File: src/inc/rerc_pkg.sv
// Package: constants and types for the redundant error reset and configuration block
package rerc_pkg;

  // ==========================================================
  // Timing
  // ==========================================================
  localparam int unsigned CLK_HZ           = 25_000_000;
  localparam int unsigned CLK_PERIOD_NS    = 40;
  localparam int unsigned HOLD_TIME_MS     = 2000;
  localparam int unsigned HOLD_CYCLES      = HOLD_TIME_MS * (CLK_HZ / 1000);
  localparam int unsigned CHECK_TIME_US    = 12660;
  localparam int unsigned CHECK_CYCLES     = (CHECK_TIME_US * (CLK_HZ / 1_000_000));
  localparam int unsigned BLINK_TIME_MS    = 250;
  localparam int unsigned BLINK_CYCLES     = BLINK_TIME_MS * (CLK_HZ / 1000);
  localparam int unsigned CNT_W            = 26;

  // ==========================================================
  // Configuration layout
  // ==========================================================
  localparam int unsigned AI_CHANNELS      = 12;
  localparam int unsigned AI_VOLT_CHANNELS = 6;
  localparam int unsigned RANGE_W          = 3;
  localparam int unsigned PARTNER_W        = 8;
  localparam int unsigned CH_IDX_W         = 4;

  localparam logic [RANGE_W-1:0]   RANGE_CUR_4_20   = 3'h0;
  localparam logic [RANGE_W-1:0]   RANGE_CUR_0_20   = 3'h1;
  localparam logic [RANGE_W-1:0]   RANGE_CUR_PM20   = 3'h2;
  localparam logic [RANGE_W-1:0]   RANGE_CUR_PM30   = 3'h3;
  localparam logic [RANGE_W-1:0]   RANGE_VOLT_PM10  = 3'h4;
  localparam logic [RANGE_W-1:0]   RANGE_VOLT_0_10  = 3'h5;
  localparam logic [RANGE_W-1:0]   RANGE_RESET      = 3'h0;
  localparam logic [PARTNER_W-1:0] PARTNER_NONE     = 8'h00;

  // ==========================================================
  // Types
  // ==========================================================
  // Gray coded along the switch travel, so the synchroniser never sees a third code
  typedef enum logic [1:0] {
    KEY_RUN_P     = 2'h0,
    KEY_RUN       = 2'h1,
    KEY_STOP      = 2'h3,
    KEY_MEM_RESET = 2'h2
  } rerc_key_t;

  typedef enum logic [1:0] {
    CLR_IDLE   = 2'h0,
    CLR_HOLD   = 2'h1,
    CLR_WAIT   = 2'h3
  } rerc_clr_t;

  typedef struct packed {
    logic                  valid;
    logic                  init_phase;
    logic [CH_IDX_W-1:0]   channel;
    logic                  is_partner;
    logic [PARTNER_W-1:0]  partner;
    logic [RANGE_W-1:0]    range;
  } rerc_cfg_t;

  typedef struct packed {
    rerc_clr_t                         clr;
    logic [CNT_W-1:0]                  hold_cnt;
    logic [CNT_W-1:0]                  blink_cnt;
    logic                              blink;
    logic                              fault_stored;
    logic                              master_d;
    logic                              checking;
    logic [CNT_W-1:0]                  check_cnt;
    logic                              eligible;
    logic [1:0]                        key_s1;
    logic [1:0]                        key_s2;
    logic [2:0]                        ext_s1;
    logic [2:0]                        ext_s2;
    logic [PARTNER_W-1:0]              partner;
    logic [AI_CHANNELS*RANGE_W-1:0]    ranges;
    logic                              cfg_err;
  } rerc_state_t;

endpackage

File: src/hdl/rerc_core.sv
// Module: key-switch error reset, role-change output check and channel configuration
`timescale 1ns/1ps
// Operation
// - Reserve keeps output faults until manual clear
// - Cleared reserve becomes eligible for master again
// - New master rechecks outputs within 12.66 ms
// - Forced role change triggers error status check
// - Clear starts only as reserve with fault
// - Flash user indicator while key held
// - Configuration accepted only from fieldbus initialization
// - Partner parameter defaults to no partner
// - Each analog input has own range
// - Only inputs one to six accept voltage
module rerc_core
#(
  // Timing counts; the bench shortens them
  parameter int unsigned HOLD_CYCLES  = rerc_pkg::HOLD_CYCLES,
  parameter int unsigned BLINK_CYCLES = rerc_pkg::BLINK_CYCLES,
  parameter int unsigned CHECK_CYCLES = rerc_pkg::CHECK_CYCLES
)
(
  // Clock and reset
  input  wire logic                                 core_clk_in,
  input  wire logic                                 reset_in,
  // Operator and redundancy pins
  input  wire rerc_pkg::rerc_key_t                  key_switch_in,
  input  wire logic                                 is_master_in,
  input  wire logic                                 output_fault_in,
  input  wire logic                                 output_ok_in,
  // Fieldbus configuration
  input  wire rerc_pkg::rerc_cfg_t                  cfg_in,
  // Indicators and status
  output logic                                      external_fault_indicator_out,
  output logic                                      user_indicator_one_out,
  output logic                                      master_eligible_out,
  output logic                                      output_check_busy_out,
  output logic                                      cfg_error_out,
  output logic [rerc_pkg::PARTNER_W-1:0]            partner_addr_out,
  output logic [rerc_pkg::AI_CHANNELS*rerc_pkg::RANGE_W-1:0] ai_range_out
);

  // ==========================================================
  // State
  // ==========================================================
  rerc_pkg::rerc_state_t state_reg;
  rerc_pkg::rerc_state_t state_next;

  // Counter width for the size casts
  localparam int unsigned CNT_W = rerc_pkg::CNT_W;

  logic                        key_mem_reset;
  logic                        key_run;
  logic                        fault_s;
  logic                        master_s;
  logic                        ok_s;
  logic                        role_up;
  logic                        cfg_take;
  logic                        range_ok;
  logic [rerc_pkg::CH_IDX_W-1:0] ch;

  assign key_mem_reset = (state_reg.key_s2 == 2'(rerc_pkg::KEY_MEM_RESET));
  assign key_run  = (state_reg.key_s2 == 2'(rerc_pkg::KEY_RUN)) || (state_reg.key_s2 == 2'(rerc_pkg::KEY_RUN_P));
  assign master_s = state_reg.ext_s2[0];
  assign fault_s  = state_reg.ext_s2[1];
  assign ok_s     = state_reg.ext_s2[2];
  assign role_up  = master_s && !state_reg.master_d;
  assign ch       = cfg_in.channel;

  // Voltage ranges only on the lower channels
  assign range_ok = (cfg_in.range <= rerc_pkg::RANGE_CUR_PM30) ||
                    ((cfg_in.range <= rerc_pkg::RANGE_VOLT_0_10) &&
                     (32'(ch) < rerc_pkg::AI_VOLT_CHANNELS));
  assign cfg_take = cfg_in.valid && cfg_in.init_phase;

  // ==========================================================
  // Next state
  // ==========================================================
  always_comb
  begin
    state_next        = state_reg;
    state_next.key_s1 = key_switch_in;
    state_next.key_s2 = state_reg.key_s1;
    state_next.ext_s1 = {output_ok_in, output_fault_in, is_master_in};
    state_next.ext_s2 = state_reg.ext_s1;
    state_next.master_d = master_s;

    // Latch faults; the reserve never clears them itself
    if (fault_s && master_s)
    begin
      state_next.fault_stored = 1'b1;
      state_next.eligible     = 1'b0;
    end
    else if (fault_s && !master_s && !state_reg.fault_stored && state_reg.clr == rerc_pkg::CLR_IDLE)
    begin
      state_next.fault_stored = 1'b1;
      state_next.eligible     = 1'b0;
    end

    // Role gained, forced or not: run the output check
    if (role_up)
    begin
      state_next.checking  = 1'b1;
      state_next.check_cnt = '0;
    end
    else if (state_reg.checking)
    begin
      if (state_reg.check_cnt >= CNT_W'(CHECK_CYCLES - 1))
      begin
        state_next.checking     = 1'b0;
        state_next.fault_stored = fault_s;
        state_next.eligible     = !fault_s;
      end
      else if (ok_s && !fault_s)
      begin
        state_next.checking     = 1'b0;
        state_next.fault_stored = 1'b0;
        state_next.eligible     = 1'b1;
      end
      else
      begin
        state_next.check_cnt = state_reg.check_cnt + 1'b1;
      end
    end

    // Key clear sequence
    unique case (state_reg.clr)
      rerc_pkg::CLR_IDLE:
      begin
        state_next.blink = 1'b0;
        if (key_mem_reset && !master_s && state_reg.fault_stored)
        begin
          state_next.clr       = rerc_pkg::CLR_HOLD;
          state_next.hold_cnt  = '0;
          state_next.blink_cnt = '0;
        end
      end
      rerc_pkg::CLR_HOLD:
      begin
        if (!key_mem_reset || master_s)
        begin
          state_next.clr   = rerc_pkg::CLR_IDLE;
          state_next.blink = 1'b0;
        end
        else if (state_reg.hold_cnt >= CNT_W'(HOLD_CYCLES - 1))
        begin
          state_next.clr          = rerc_pkg::CLR_WAIT;
          state_next.fault_stored = 1'b0;
          state_next.eligible     = 1'b1;
          state_next.blink        = 1'b0;
        end
        else
        begin
          state_next.hold_cnt = state_reg.hold_cnt + 1'b1;
          if (state_reg.blink_cnt >= CNT_W'(BLINK_CYCLES - 1))
          begin
            state_next.blink_cnt = '0;
            state_next.blink     = !state_reg.blink;
          end
          else
          begin
            state_next.blink_cnt = state_reg.blink_cnt + 1'b1;
          end
        end
      end
      rerc_pkg::CLR_WAIT:
      begin
        if (key_run)
        begin
          state_next.clr = rerc_pkg::CLR_IDLE;
        end
      end
      default:
      begin
        state_next.clr = rerc_pkg::CLR_IDLE;
      end
    endcase

    // Fieldbus parameter load
    state_next.cfg_err = 1'b0;
    if (cfg_take)
    begin
      if (cfg_in.is_partner)
      begin
        state_next.partner = cfg_in.partner;
      end
      else if (range_ok && 32'(ch) < rerc_pkg::AI_CHANNELS)
      begin
        state_next.ranges[32'(ch)*rerc_pkg::RANGE_W +: rerc_pkg::RANGE_W] = cfg_in.range;
      end
      else
      begin
        state_next.cfg_err = 1'b1;
      end
    end
  end

  // ==========================================================
  // Registers
  // ==========================================================
  always_ff @(posedge core_clk_in)
  begin
    if (reset_in)
    begin
      state_reg              <= '0;
      state_reg.clr          <= rerc_pkg::CLR_IDLE;
      state_reg.eligible     <= 1'b1;
      state_reg.partner      <= rerc_pkg::PARTNER_NONE;
      state_reg.ranges       <= {rerc_pkg::AI_CHANNELS{rerc_pkg::RANGE_RESET}};
    end
    else
    begin
      state_reg <= state_next;
    end
  end

  // ==========================================================
  // Outputs
  // ==========================================================
  assign external_fault_indicator_out = state_reg.fault_stored;
  assign user_indicator_one_out       = state_reg.blink;
  assign master_eligible_out          = state_reg.eligible;
  assign output_check_busy_out        = state_reg.checking;
  assign cfg_error_out                = state_reg.cfg_err;
  assign partner_addr_out             = state_reg.partner;
  assign ai_range_out                 = state_reg.ranges;

  // ==========================================================
  // Checks
  // ==========================================================
  chk_idle_no_start: assert property (@(posedge core_clk_in) disable iff (reset_in)
    (state_reg.clr == rerc_pkg::CLR_IDLE && master_s) |=> state_reg.clr == rerc_pkg::CLR_IDLE)
    else $error("Clear started while master");
  chk_start_needs_fault: assert property (@(posedge core_clk_in) disable iff (reset_in)
    (state_reg.clr == rerc_pkg::CLR_IDLE && !state_reg.fault_stored) |=> state_reg.clr == rerc_pkg::CLR_IDLE)
    else $error("Clear started without fault");
  chk_early_release: assert property (@(posedge core_clk_in) disable iff (reset_in)
    (state_reg.clr == rerc_pkg::CLR_HOLD && !key_mem_reset) |=> state_reg.clr == rerc_pkg::CLR_IDLE && state_reg.fault_stored)
    else $error("Early release did not abandon");
  chk_delete_lamps: assert property (@(posedge core_clk_in) disable iff (reset_in)
    (state_reg.clr == rerc_pkg::CLR_HOLD && key_mem_reset && !master_s && state_reg.hold_cnt >= CNT_W'(HOLD_CYCLES - 1))
    |=> state_reg.clr == rerc_pkg::CLR_WAIT && !external_fault_indicator_out)
    else $error("Errors not deleted after hold");
  chk_wait_lamps_off: assert property (@(posedge core_clk_in) disable iff (reset_in)
    $rose(state_reg.clr == rerc_pkg::CLR_WAIT) |-> !external_fault_indicator_out && !user_indicator_one_out)
    else $error("Lamps not off after delete");
  chk_eligible_after: assert property (@(posedge core_clk_in) disable iff (reset_in)
    $rose(state_reg.clr == rerc_pkg::CLR_WAIT) |-> master_eligible_out)
    else $error("Not eligible after delete");
  chk_blink_only_hold: assert property (@(posedge core_clk_in) disable iff (reset_in)
    user_indicator_one_out |-> state_reg.clr == rerc_pkg::CLR_HOLD)
    else $error("Blink outside hold");
  chk_check_start: assert property (@(posedge core_clk_in) disable iff (reset_in)
    role_up |=> output_check_busy_out)
    else $error("Role change did not start check");
  chk_check_bound: assert property (@(posedge core_clk_in) disable iff (reset_in)
    (output_check_busy_out && state_reg.check_cnt >= CNT_W'(CHECK_CYCLES - 1) && !role_up)
    |=> !output_check_busy_out)
    else $error("Output check overran");
  chk_cfg_init_only: assert property (@(posedge core_clk_in) disable iff (reset_in)
    !cfg_take |=> $stable(state_reg.ranges) && $stable(state_reg.partner))
    else $error("Configuration changed outside init");
  chk_volt_low_only: assert property (@(posedge core_clk_in) disable iff (reset_in)
    (cfg_take && !cfg_in.is_partner && cfg_in.range > rerc_pkg::RANGE_CUR_PM30 &&
     32'(ch) >= rerc_pkg::AI_VOLT_CHANNELS) |=> cfg_error_out)
    else $error("Voltage accepted on high channel");

  chk_volt_accept: assert property (@(posedge core_clk_in) disable iff (reset_in)
    (cfg_take && !cfg_in.is_partner && cfg_in.range > rerc_pkg::RANGE_CUR_PM30 &&
     cfg_in.range <= rerc_pkg::RANGE_VOLT_0_10 && 32'(ch) < rerc_pkg::AI_VOLT_CHANNELS) |=> !cfg_error_out)
    else $error("Voltage refused on low channel");
  chk_partner_default: assert property (@(posedge core_clk_in) disable iff (reset_in)
    $fell(reset_in) |-> partner_addr_out == rerc_pkg::PARTNER_NONE)
    else $error("Partner not none after reset");
  chk_partner_load: assert property (@(posedge core_clk_in) disable iff (reset_in)
    (cfg_take && cfg_in.is_partner) |=> partner_addr_out == $past(cfg_in.partner))
    else $error("Partner write not taken");
  chk_reserve_keeps: assert property (@(posedge core_clk_in) disable iff (reset_in)
    (!master_s && !state_reg.checking && state_reg.clr != rerc_pkg::CLR_HOLD && state_reg.fault_stored)
    |=> external_fault_indicator_out)
    else $error("Reserve cleared fault by itself");
  chk_master_latch: assert property (@(posedge core_clk_in) disable iff (reset_in)
    (master_s && fault_s) |=> external_fault_indicator_out)
    else $error("Master missed output fault");
  chk_wait_for_run: assert property (@(posedge core_clk_in) disable iff (reset_in)
    (state_reg.clr == rerc_pkg::CLR_WAIT && !key_run) |=> state_reg.clr == rerc_pkg::CLR_WAIT)
    else $error("Clear left wait without run");

  // Main scenarios
  cov_clear_done: cover property (@(posedge core_clk_in) state_reg.clr == rerc_pkg::CLR_WAIT);
  cov_abandon:    cover property (@(posedge core_clk_in) state_reg.clr == rerc_pkg::CLR_HOLD && !key_mem_reset);
  cov_flash:      cover property (@(posedge core_clk_in) user_indicator_one_out);
  cov_role_check: cover property (@(posedge core_clk_in) role_up);
  cov_cfg_load:   cover property (@(posedge core_clk_in) cfg_take && !cfg_in.is_partner);

endmodule

File: config.mk
export PLATFORM = sky130hd
export DESIGN_NAME = rerc_core
export DESIGN_NICKNAME = d
export VERILOG_FILES = /design/src/inc/rerc_pkg.sv /design/src/hdl/rerc_core.sv
export SDC_FILE = /design/constraint.sdc
export NUM_CORES = 1
export LEC_CHECK = 0
export BUFFER_PORTS_ARGS = -buffer_cell sky130_fd_sc_hd__buf_2
export CAP_MARGIN = 0
export CORE_MARGIN = 2
export CORE_UTILIZATION = 59
export DETAILED_ROUTE_END_ITERATION = 7
export GPL_ROUTABILITY_DRIVEN = 0
export MAX_ROUTING_LAYER = met4
export PLACE_DENSITY = 0.91
export SLEW_MARGIN = 20
export SYNTH_ARGS = -nofsm -noshare
export SYNTH_HDL_FRONTEND = slang
export SYNTH_SLANG_ARGS = --single-unit
File: constraint.sdc
create_clock -name core_clk_in -period 2.7 [get_ports core_clk_in]
set_input_delay 0.54 -clock core_clk_in [delete_from_list [all_inputs] [get_ports core_clk_in]]
set_output_delay 0.54 -clock core_clk_in [all_outputs]
set_load 0.01 [all_outputs]
# Yosys cells after proc, flatten, opt, wreduce, memory -nomap -nowiden
# Cells that the tools add are included.
[op_classes]
shifts = 2
addsub = 4
div_mod_pow = 0
n_mul = 1
magnitude_cmp = 7
n_bitwise = 4
n_mux = 37
n_eq_ne = 10
n_reduce_logical = 31
[ops]
columns = ["cell", "n"]
rows = [
  ["$pmux W53 S2", 1],
  ["$mux W52", 2],
  ["$add A26 B1 Y26 const B", 3],
  ["$mux W26", 3],
  ["$mux W54", 1],
  ["$bwmux W36", 1],
  ["$shift A3 B34 Y36 const A", 1],
  ["$shiftx A3 B34 Y36", 1],
  ["$neg A6 Y34", 1],
  ["$mux W28", 1],
  ["$mux W27", 1],
  ["$ge A26 B19 Y1 const B", 1],
  ["$ge A26 B23 Y1 const B", 1],
  ["$ge A26 B26 Y1 const B", 1],
  ["$mux W1", 23],
  ["$logic_and A1 B1 Y1", 11],
  ["$reduce_and A3 Y1", 3],
  ["$logic_not A1 Y1", 6],
  ["$mul A4 B2 Y6 const B", 1],
  ["$mux W2", 3],
  ["$ne A2 B2 Y1 const B", 3],
  ["$pmux W2 S3", 1],
  ["$eq A2 B1 Y1 const B", 2],
  ["$eq A2 B2 Y1 const B", 2],
  ["15 further kinds", 22],
]
[totals]
word_cells = 112
input_bits = 25
mem_count = 0
ff_bits = 140
mem_bits_ro = 0
ram_bits = 0
output_inout_bits = 49
latchBits = 0

# Depth between registers and ports, before layout
# Gate-level depths: netlist (run 1).
[depth]
ltp_word = 13
mapped_depth = 9
mapped_depth_nobuf = 8

# Worst setup path after synthesis (run 1)
# OpenSTA, ideal clock, no wires.
[synth_path]
kind = "input to register"
from = "in cfg_in[12] (netlist name)"
to = "reg state_reg, in the netlist ai_range_out[0]"
stages = 7
path_buffers = 1
setup_slack_ns = 0.501
t_arrival_ns = 2.071
setup_time_ns = 0.128
required_ns = 2.572
path_cell_list = "inv_1 ha_1 nor2_1 or4b_2 clkbuf_1 mux2i_1 nor2_1"
[synth_between]
elab_chain_len = 5
elab_cells_between_ends = 11
classes_between = "1 x add/sub; 1 x mul; 2 x order compare; 2 x shift; 1 x mux; 4 x reduce/logical"
[synth_rtl]
columns = ["element", "line_no", "text"]
rows = [
  ["from (decl)", "rerc_core.sv:31", "input wire rerc_pkg::rerc_cfg_t cfg_in,"],
  ["branches (longest 5 deep; another with $neg A6 Y34)", "n/a", ""],
  ["to (signal assigned)", "rerc_core.sv:212", "state_reg <= state_next;"],
  ["to (decl)", "rerc_core.sv:45", "rerc_pkg::rerc_state_t state_reg;"],
]
# Several ways; the timed one is not identified.
# A chain may end at the register's enable or synchronous reset.

# Worst setup path after layout (run 1)
[layout_path]
from = "reg state_reg[112] (netlist name)"
to = "reg state_reg[95] (netlist name)"
[layout_between]
elab_chain_len = 3
[layout_rtl]
columns = ["element", "line_no", "text"]
rows = [
  ["$ge A26 B26 Y1", "rerc_core.sv:144", "else if (state_reg.hold_cnt >= CNT_W'(HOLD_CYCLES - 1))"],
  ["$ne A2 B2 Y1 (no source line)", "n/a", ""],
  ["$reduce_and A4 Y1 (no source line)", "n/a", ""],
]
# No other way between the ends.

==> flow_summary.json, run 1 <==
{
  "final_hold_viol_count": 0,
  "clk_latency_ns": 0.43,
  "clkTransAtPathRegs_ns": 0.06,
  "crit_path_max_incr_delay_ns": 0.50,
  "max_slew_margin_pct": 52.9,
  "ant_nets": 0,
  "syn_nets": 818,
  "insertedDiodeCount": 0,
  "rows": 38,
  "drc_errors": 0,
  "clockRootBuffer": "clkbuf_16",
  "worst_setup_path_start_kind": "flip-flop",
  "largest_reg_flops": 83,
  "final_util_pct": 68.4,
  "grt_usage_pct": 24.8,
  "yosys_warnings": 0,
  "synth_edf_count": 0,
  "ys_seq_area_share_pct": 41.9,
  "status": "completed",
  "syn_avg_cell_area_um2": 8.51,
  "syn_area_mm2": 0.00669,
  "setup-tns-final_ns": 0,
  "power_density_mw_per_mm2": 606,
  "synthFlopType": "dfxtp_1",
  "antenna_found_initial": 0,
  "clock.fmax_ghz": 0.406,
  "maxSlewViolCount": 0,
  "maxCapViolCount": 0,
  "worst_slack_ns": 0.234,
  "rsz0062_at_grt": "no",
  "fp.dieW_um": 110,
  "wirelength_um": 14800,
  "worst_hold_path_type": "primary input to flip-flop",
  "ios": 74,
  "grt_first_pass_wirelength_um": 24800,
  "dp_hpwl_um": 9480,
  "finalInstanceArea_mm2": 0.00748,
  "peakVddDrop_mv": 0.515,
  "crit_top_cell": "a21oi_1",
  "fp.dieArea_mm2": 0.0122,
  "drt-initial-drc-count": 409,
  "overflow": 0,
  "critPathArrivalTime_ns": 2.82,
  "cts_tree": "yes",
  "cts_resized": 0,
  "cts_buffer_depth": 2,
  "cp_slowest_cell": "or4_1",
  "fin_crit_sh_pct": 91.3,
  "ys_ff_latch": 140,
  "preCtsSetupSlack_ns": 0.182,
  "period_needed_ns": 2.47,
  "dp_cells": 937,
  "end_kind": "flip-flop",
  "postCtsSetupRepairBufs": 0,
  "routedWlPerCell_um": 15.3,
  "synthArstFlopShare_pct": 0,
  "initial_core_util_pct": 61.2,
  "core_area_mm2": 0.0109,
  "syn_to_final_growth_pct": 11.8,
  "grt_pass1_vias": 5425,
  "power.total_mw": 4.53,
  "io_buffer_count": 73,
  "holdWs_ns": 0.323,
  "crit_family": "compound AO/OA/AOI/OAI gates",
  "cts_made_buffers": 17,
  "critPathKind": "flip-flop to flip-flop",
  "htree_levels": 4,
  "drtPass1Iterations": 5,
  "fillers": 808,
  "num_vias": 5868,
  "fin_cells": 970,
  "final_nets": 849,
  "grt_max_degree": 58,
  "setup_viol": 0,
  "tightestPinTransition_ns": 0.707,
  "ys_types": 61,
  "routed_via_density": 6.05,
  "leakage_nw": 3.02,
  "worstPathRequired_ns": 3.05,
  "syn-instance-count": 786,
  "finClkSkew_ns": 0.0123,
  "worstPathCellList": "ha_1, nand2_1, o211ai_1, a21oi_1, a21oi_4, buf_12, or4_1, a21oi_1",
  "cts.sinks": 140,
  "die_h_um": 110,
  "placedInstanceArea_mm2": 0.00689,
  "drive_gt1_share_pct": 16.4,
  "hold_buffers": 0,
  "worst-path-buf-inv": 1,
  "cp_max_fo": 43
}
[cell usage after synthesis, drive strengths merged (2+ instances only)]
library cell	count	share of area [%]
dfxtp	140	42
nor2	89	5.0
a21oi	67	5.1
nand2	61	3.5
buf	58	6.1
nand3	37	2.8
mux2i	36	5.4
nand4	29	2.9
o21ai	27	2.0
or4	25	2.9
o31ai	24	2.7
clkbuf	21	1.2
and2	19	1.8
inv	16	0.90
or3	14	1.3
and3	13	1.2
xor2	13	1.7
nor2b	12	1.1
nor3	12	0.90
and4	7	0.92
ha	7	1.3
nand2b	7	0.65
a31oi	5	0.47
a21o	4	0.45
and3b	4	0.52
a2111oi	3	0.77
o211ai	3	0.34
o311ai	3	0.39
xnor2	3	0.39
nand4b	2	0.26
nor3b	2	0.22
nor4	2	0.19
o2111ai	2	0.26
o41ai	2	0.26
or3b	2	0.26
[final timing paths]
kind / start / end / slack, ns / cells after the start
setup / recovery: state_reg[112] / state_reg[95] / 0.23 / 8
hold / removal: output_fault_in / state_next[46] / 0.32 / 2
setup reg to reg: state_reg[112] / state_reg[95] / 0.23 / 8
hold reg to reg: state_next[45] / master_s / 0.45 / 1
[power by group]
group          internal, mW  switching [mW]
Combinational        0.0609           0.115
Clock                  1.31           0.952
Sequential             2.08          0.0108
Total                  3.45            1.08
[logic make-up (layout without fill, tap and decap cells)]
logic type      count (synthesis)  count (layout)  share of synthesized area [%]
mux                            36              36                           5.39
xor+xnor                       16              16                           2.09
fa+ha+maj                       7               7                           1.31
simple gates                  341             341                           26.9
buf+inv                        95             138                           8.21
flops                         140             140                           41.9
compound gates                151             152                           14.2
[area by class of cell]
class                      count  area [um2]  share of cell area (%)
inverter                      16        60.1                   0.803
sequential                   140        2800                    37.5
tap                          140         175                    2.34
clock inverter                14         135                    1.81
timing repair buffer          90         505                    6.76
multi-input combinational    552        3360                    44.9
clock buffer                  18         439                    5.87
[layer usage]
layer,track usage [%],part of all wire (%),vias to the layer above
met5,-,0,-
met3,7.63,6.7,42
li1,-,-,2849
met2,39.8,48,228
met4,10.2,2.5,0
met1,29.0,43,2749
[cells in the final DEF, fill, tap and decap left out, types with 3 or more instances in the layout]
cell type and n:
buf_2 73, nand2b_1 7, inv_6 5, or3_1 13
o311ai_0 3, nand2_1 60, ha_1 7, and4_1 7
and3b_1 4, and2_1 19, dfxtp_1 140, xnor2_1 3
inv_1 16, nor2_1 89, nor2b_1 12, o211ai_1 3
nor3_1 11, xor2_1 13, a21o_1 4, nand3_1 37
a21oi_1 66, mux2i_1 36, clkbuf_16 17, o21ai_0 27
a31oi_1 5, o31ai_1 24, clkinvlp_4 3, or4_1 24
and3_1 13, nand4_1 28, buf_4 16
Note: power is estimated with default switching activity, not from simulation.
==> run 2: changes to the inputs <==
--- a/config.mk
+++ b/config.mk
@@ -12,7 +12,7 @@
 export DETAILED_ROUTE_END_ITERATION = 7
 export GPL_ROUTABILITY_DRIVEN = 0
 export MAX_ROUTING_LAYER = met4
-export PLACE_DENSITY = 0.91
+export PLACE_DENSITY_LB_ADDON = 0.15
 export SLEW_MARGIN = 20
 export SYNTH_ARGS = -nofsm -noshare
 export SYNTH_HDL_FRONTEND = slang
==> flow_summary.json, run 2 (same netlist as run 1, synthesis figures left out) <==
{
  "fp.dieArea_mm2": 0.0122,
  "end_kind": "flip-flop",
  "clkTransAtPathRegs_ns": 0.06,
  "worstPathRequired_ns": 3.04,
  "ant_nets": 0,
  "initial_core_util_pct": 61.2,
  "clk_latency_ns": 0.42,
  "worst_slack_ns": 0.147,
  "die_h_um": 110,
  "crit_family": "simple AND/OR/NAND/NOR gates",
  "peakVddDrop_mv": 0.496,
  "cts.sinks": 140,
  "worst-path-buf-inv": 1,
  "period_needed_ns": 2.55,
  "clockRootBuffer": "clkbuf_16",
  "setup_viol": 0,
  "dp_hpwl_um": 9860,
  "fp.dieW_um": 110,
  "critPathArrivalTime_ns": 2.90,
  "status": "completed",
  "preCtsSetupSlack_ns": 0.218,
  "drive_gt1_share_pct": 15.4,
  "postCtsSetupRepairBufs": 0,
  "overflow": 0,
  "fin_crit_sh_pct": 94.6,
  "layout_common_cells": "dfxtp_1, nor2_1, buf_2",
  "worst_hold_path_type": "primary input to flip-flop",
  "syn_to_final_growth_pct": 11.7,
  "power_density_mw_per_mm2": 631,
  "final_hold_viol_count": 0,
  "num_vias": 5758,
  "cts_buffer_depth": 2,
  "ios": 74,
  "setup-tns-final_ns": 0,
  "finClkSkew_ns": 0.00984,
  "grt_usage_pct": 24.9,
  "fillers": 923,
  "cp_max_fo": 52,
  "insertedDiodeCount": 0,
  "rows": 38,
  "htree_levels": 4,
  "largest_reg_flops": 83,
  "cts_made_buffers": 17,
  "cp_slowest_cell": "or4_1",
  "worstPathCellList": "or3b_1, nor3_1, a21oi_4, buf_4, or4_1, a21oi_1",
  "cts_resized": 0,
  "core_area_mm2": 0.0109,
  "tightestPinTransition_ns": 0.666,
  "fin_cells": 964,
  "routed_via_density": 5.97,
  "worst_setup_path_start_kind": "flip-flop",
  "leakage_nw": 3.01,
  "max_slew_margin_pct": 55.6,
  "drt-initial-drc-count": 404,
  "drc_errors": 0,
  "power.total_mw": 4.71,
  "maxSlewViolCount": 0,
  "seq_area_mm2": 0.00280,
  "crit_path_max_incr_delay_ns": 0.56,
  "dp_cells": 933,
  "critPathKind": "flip-flop to flip-flop",
  "cts_tree": "yes",
  "multiInputGateArea_mm2": 0.00335,
  "final_nets": 844,
  "wirelength_um": 14400,
  "drtPass1Iterations": 8,
  "maxCapViolCount": 0,
  "rsz0062_at_grt": "no",
  "grt_max_degree": 53,
  "routedWlPerCell_um": 15.0,
  "io_buffer_count": 73,
  "antenna_found_initial": 0,
  "grt_pass1_vias": 5386,
  "hold_buffers": 0,
  "grt_first_pass_wirelength_um": 24900,
  "clock.fmax_ghz": 0.392,
  "layout_commonest_cell": "dfxtp_1"
}
-- run 2: cell count changes in the layout (fill, tap and decap cells not counted), moves of 2 or more --
cell / change
bufinv_16: +3
inv_6: -5
clkbuf_1: +2
buf_4: -3
-- run 2: per-layer routing --
| metal | vias up | track usage [%] | routed length, um |
|---|---|---|---|
| li1 | 2835 | - | - |
| met1 | 2717 | 31.3 | 6500 |
| met2 | 173 | 38.8 | 6810 |
| met3 | 33 | 5.65 | 851 |
| met4 | 0 | 10.3 | 272 |
| met5 | - | - | 0 |
-- run 2: cell type report --
class / instances / area share (%)
Inverter: 16 / 0.804
Clock buffer: 21 / 6.16
Sequential cell: 140 / 37.5
Timing Repair Buffer: 86 / 6.20
Clock inverter: 10 / 2.21
Multi-Input combinational cell: 551 / 44.8
Tap cell: 140 / 2.34
-- run 2: worst paths after layout --
| path | from | slack [ns] | to | depth (start not counted) |
|---|---|---|---|---|
| setup / recovery | state_reg[52] | 0.15 | state_reg[135] | 6 |
| hold / removal | output_fault_in | 0.33 | state_next[46] | 2 |
| setup reg to reg | state_reg[52] | 0.15 | state_reg[135] | 6 |
| hold reg to reg | state_next[52] | 0.44 | state_reg[52] | 1 |
-- run 2: through the flow --
step / utilization [%] / hold WS, ns / area, um2
floorplan: - / 0.414 / 6690
finish: 68.3 / 0.332 / 7470
global route: 68.3 / 0.330 / 7470
CTS: 68.3 / 0.321 / 7470
detailed placement: 62.6 / 0.425 / 6850
global placement: 62.6 / 0.417 / 6850
-- run 2: power by group --
part / total (mW) / switching, mW / internal, mW / leakage [nW]
clock: 2.45 / 0.856 / 1.59 / 0.295
sequential: 2.09 / 0.0115 / 2.08 / 1.13
combinational: 0.172 / 0.113 / 0.0594 / 1.59
total: 4.71 / 0.980 / 3.73 / 3.01
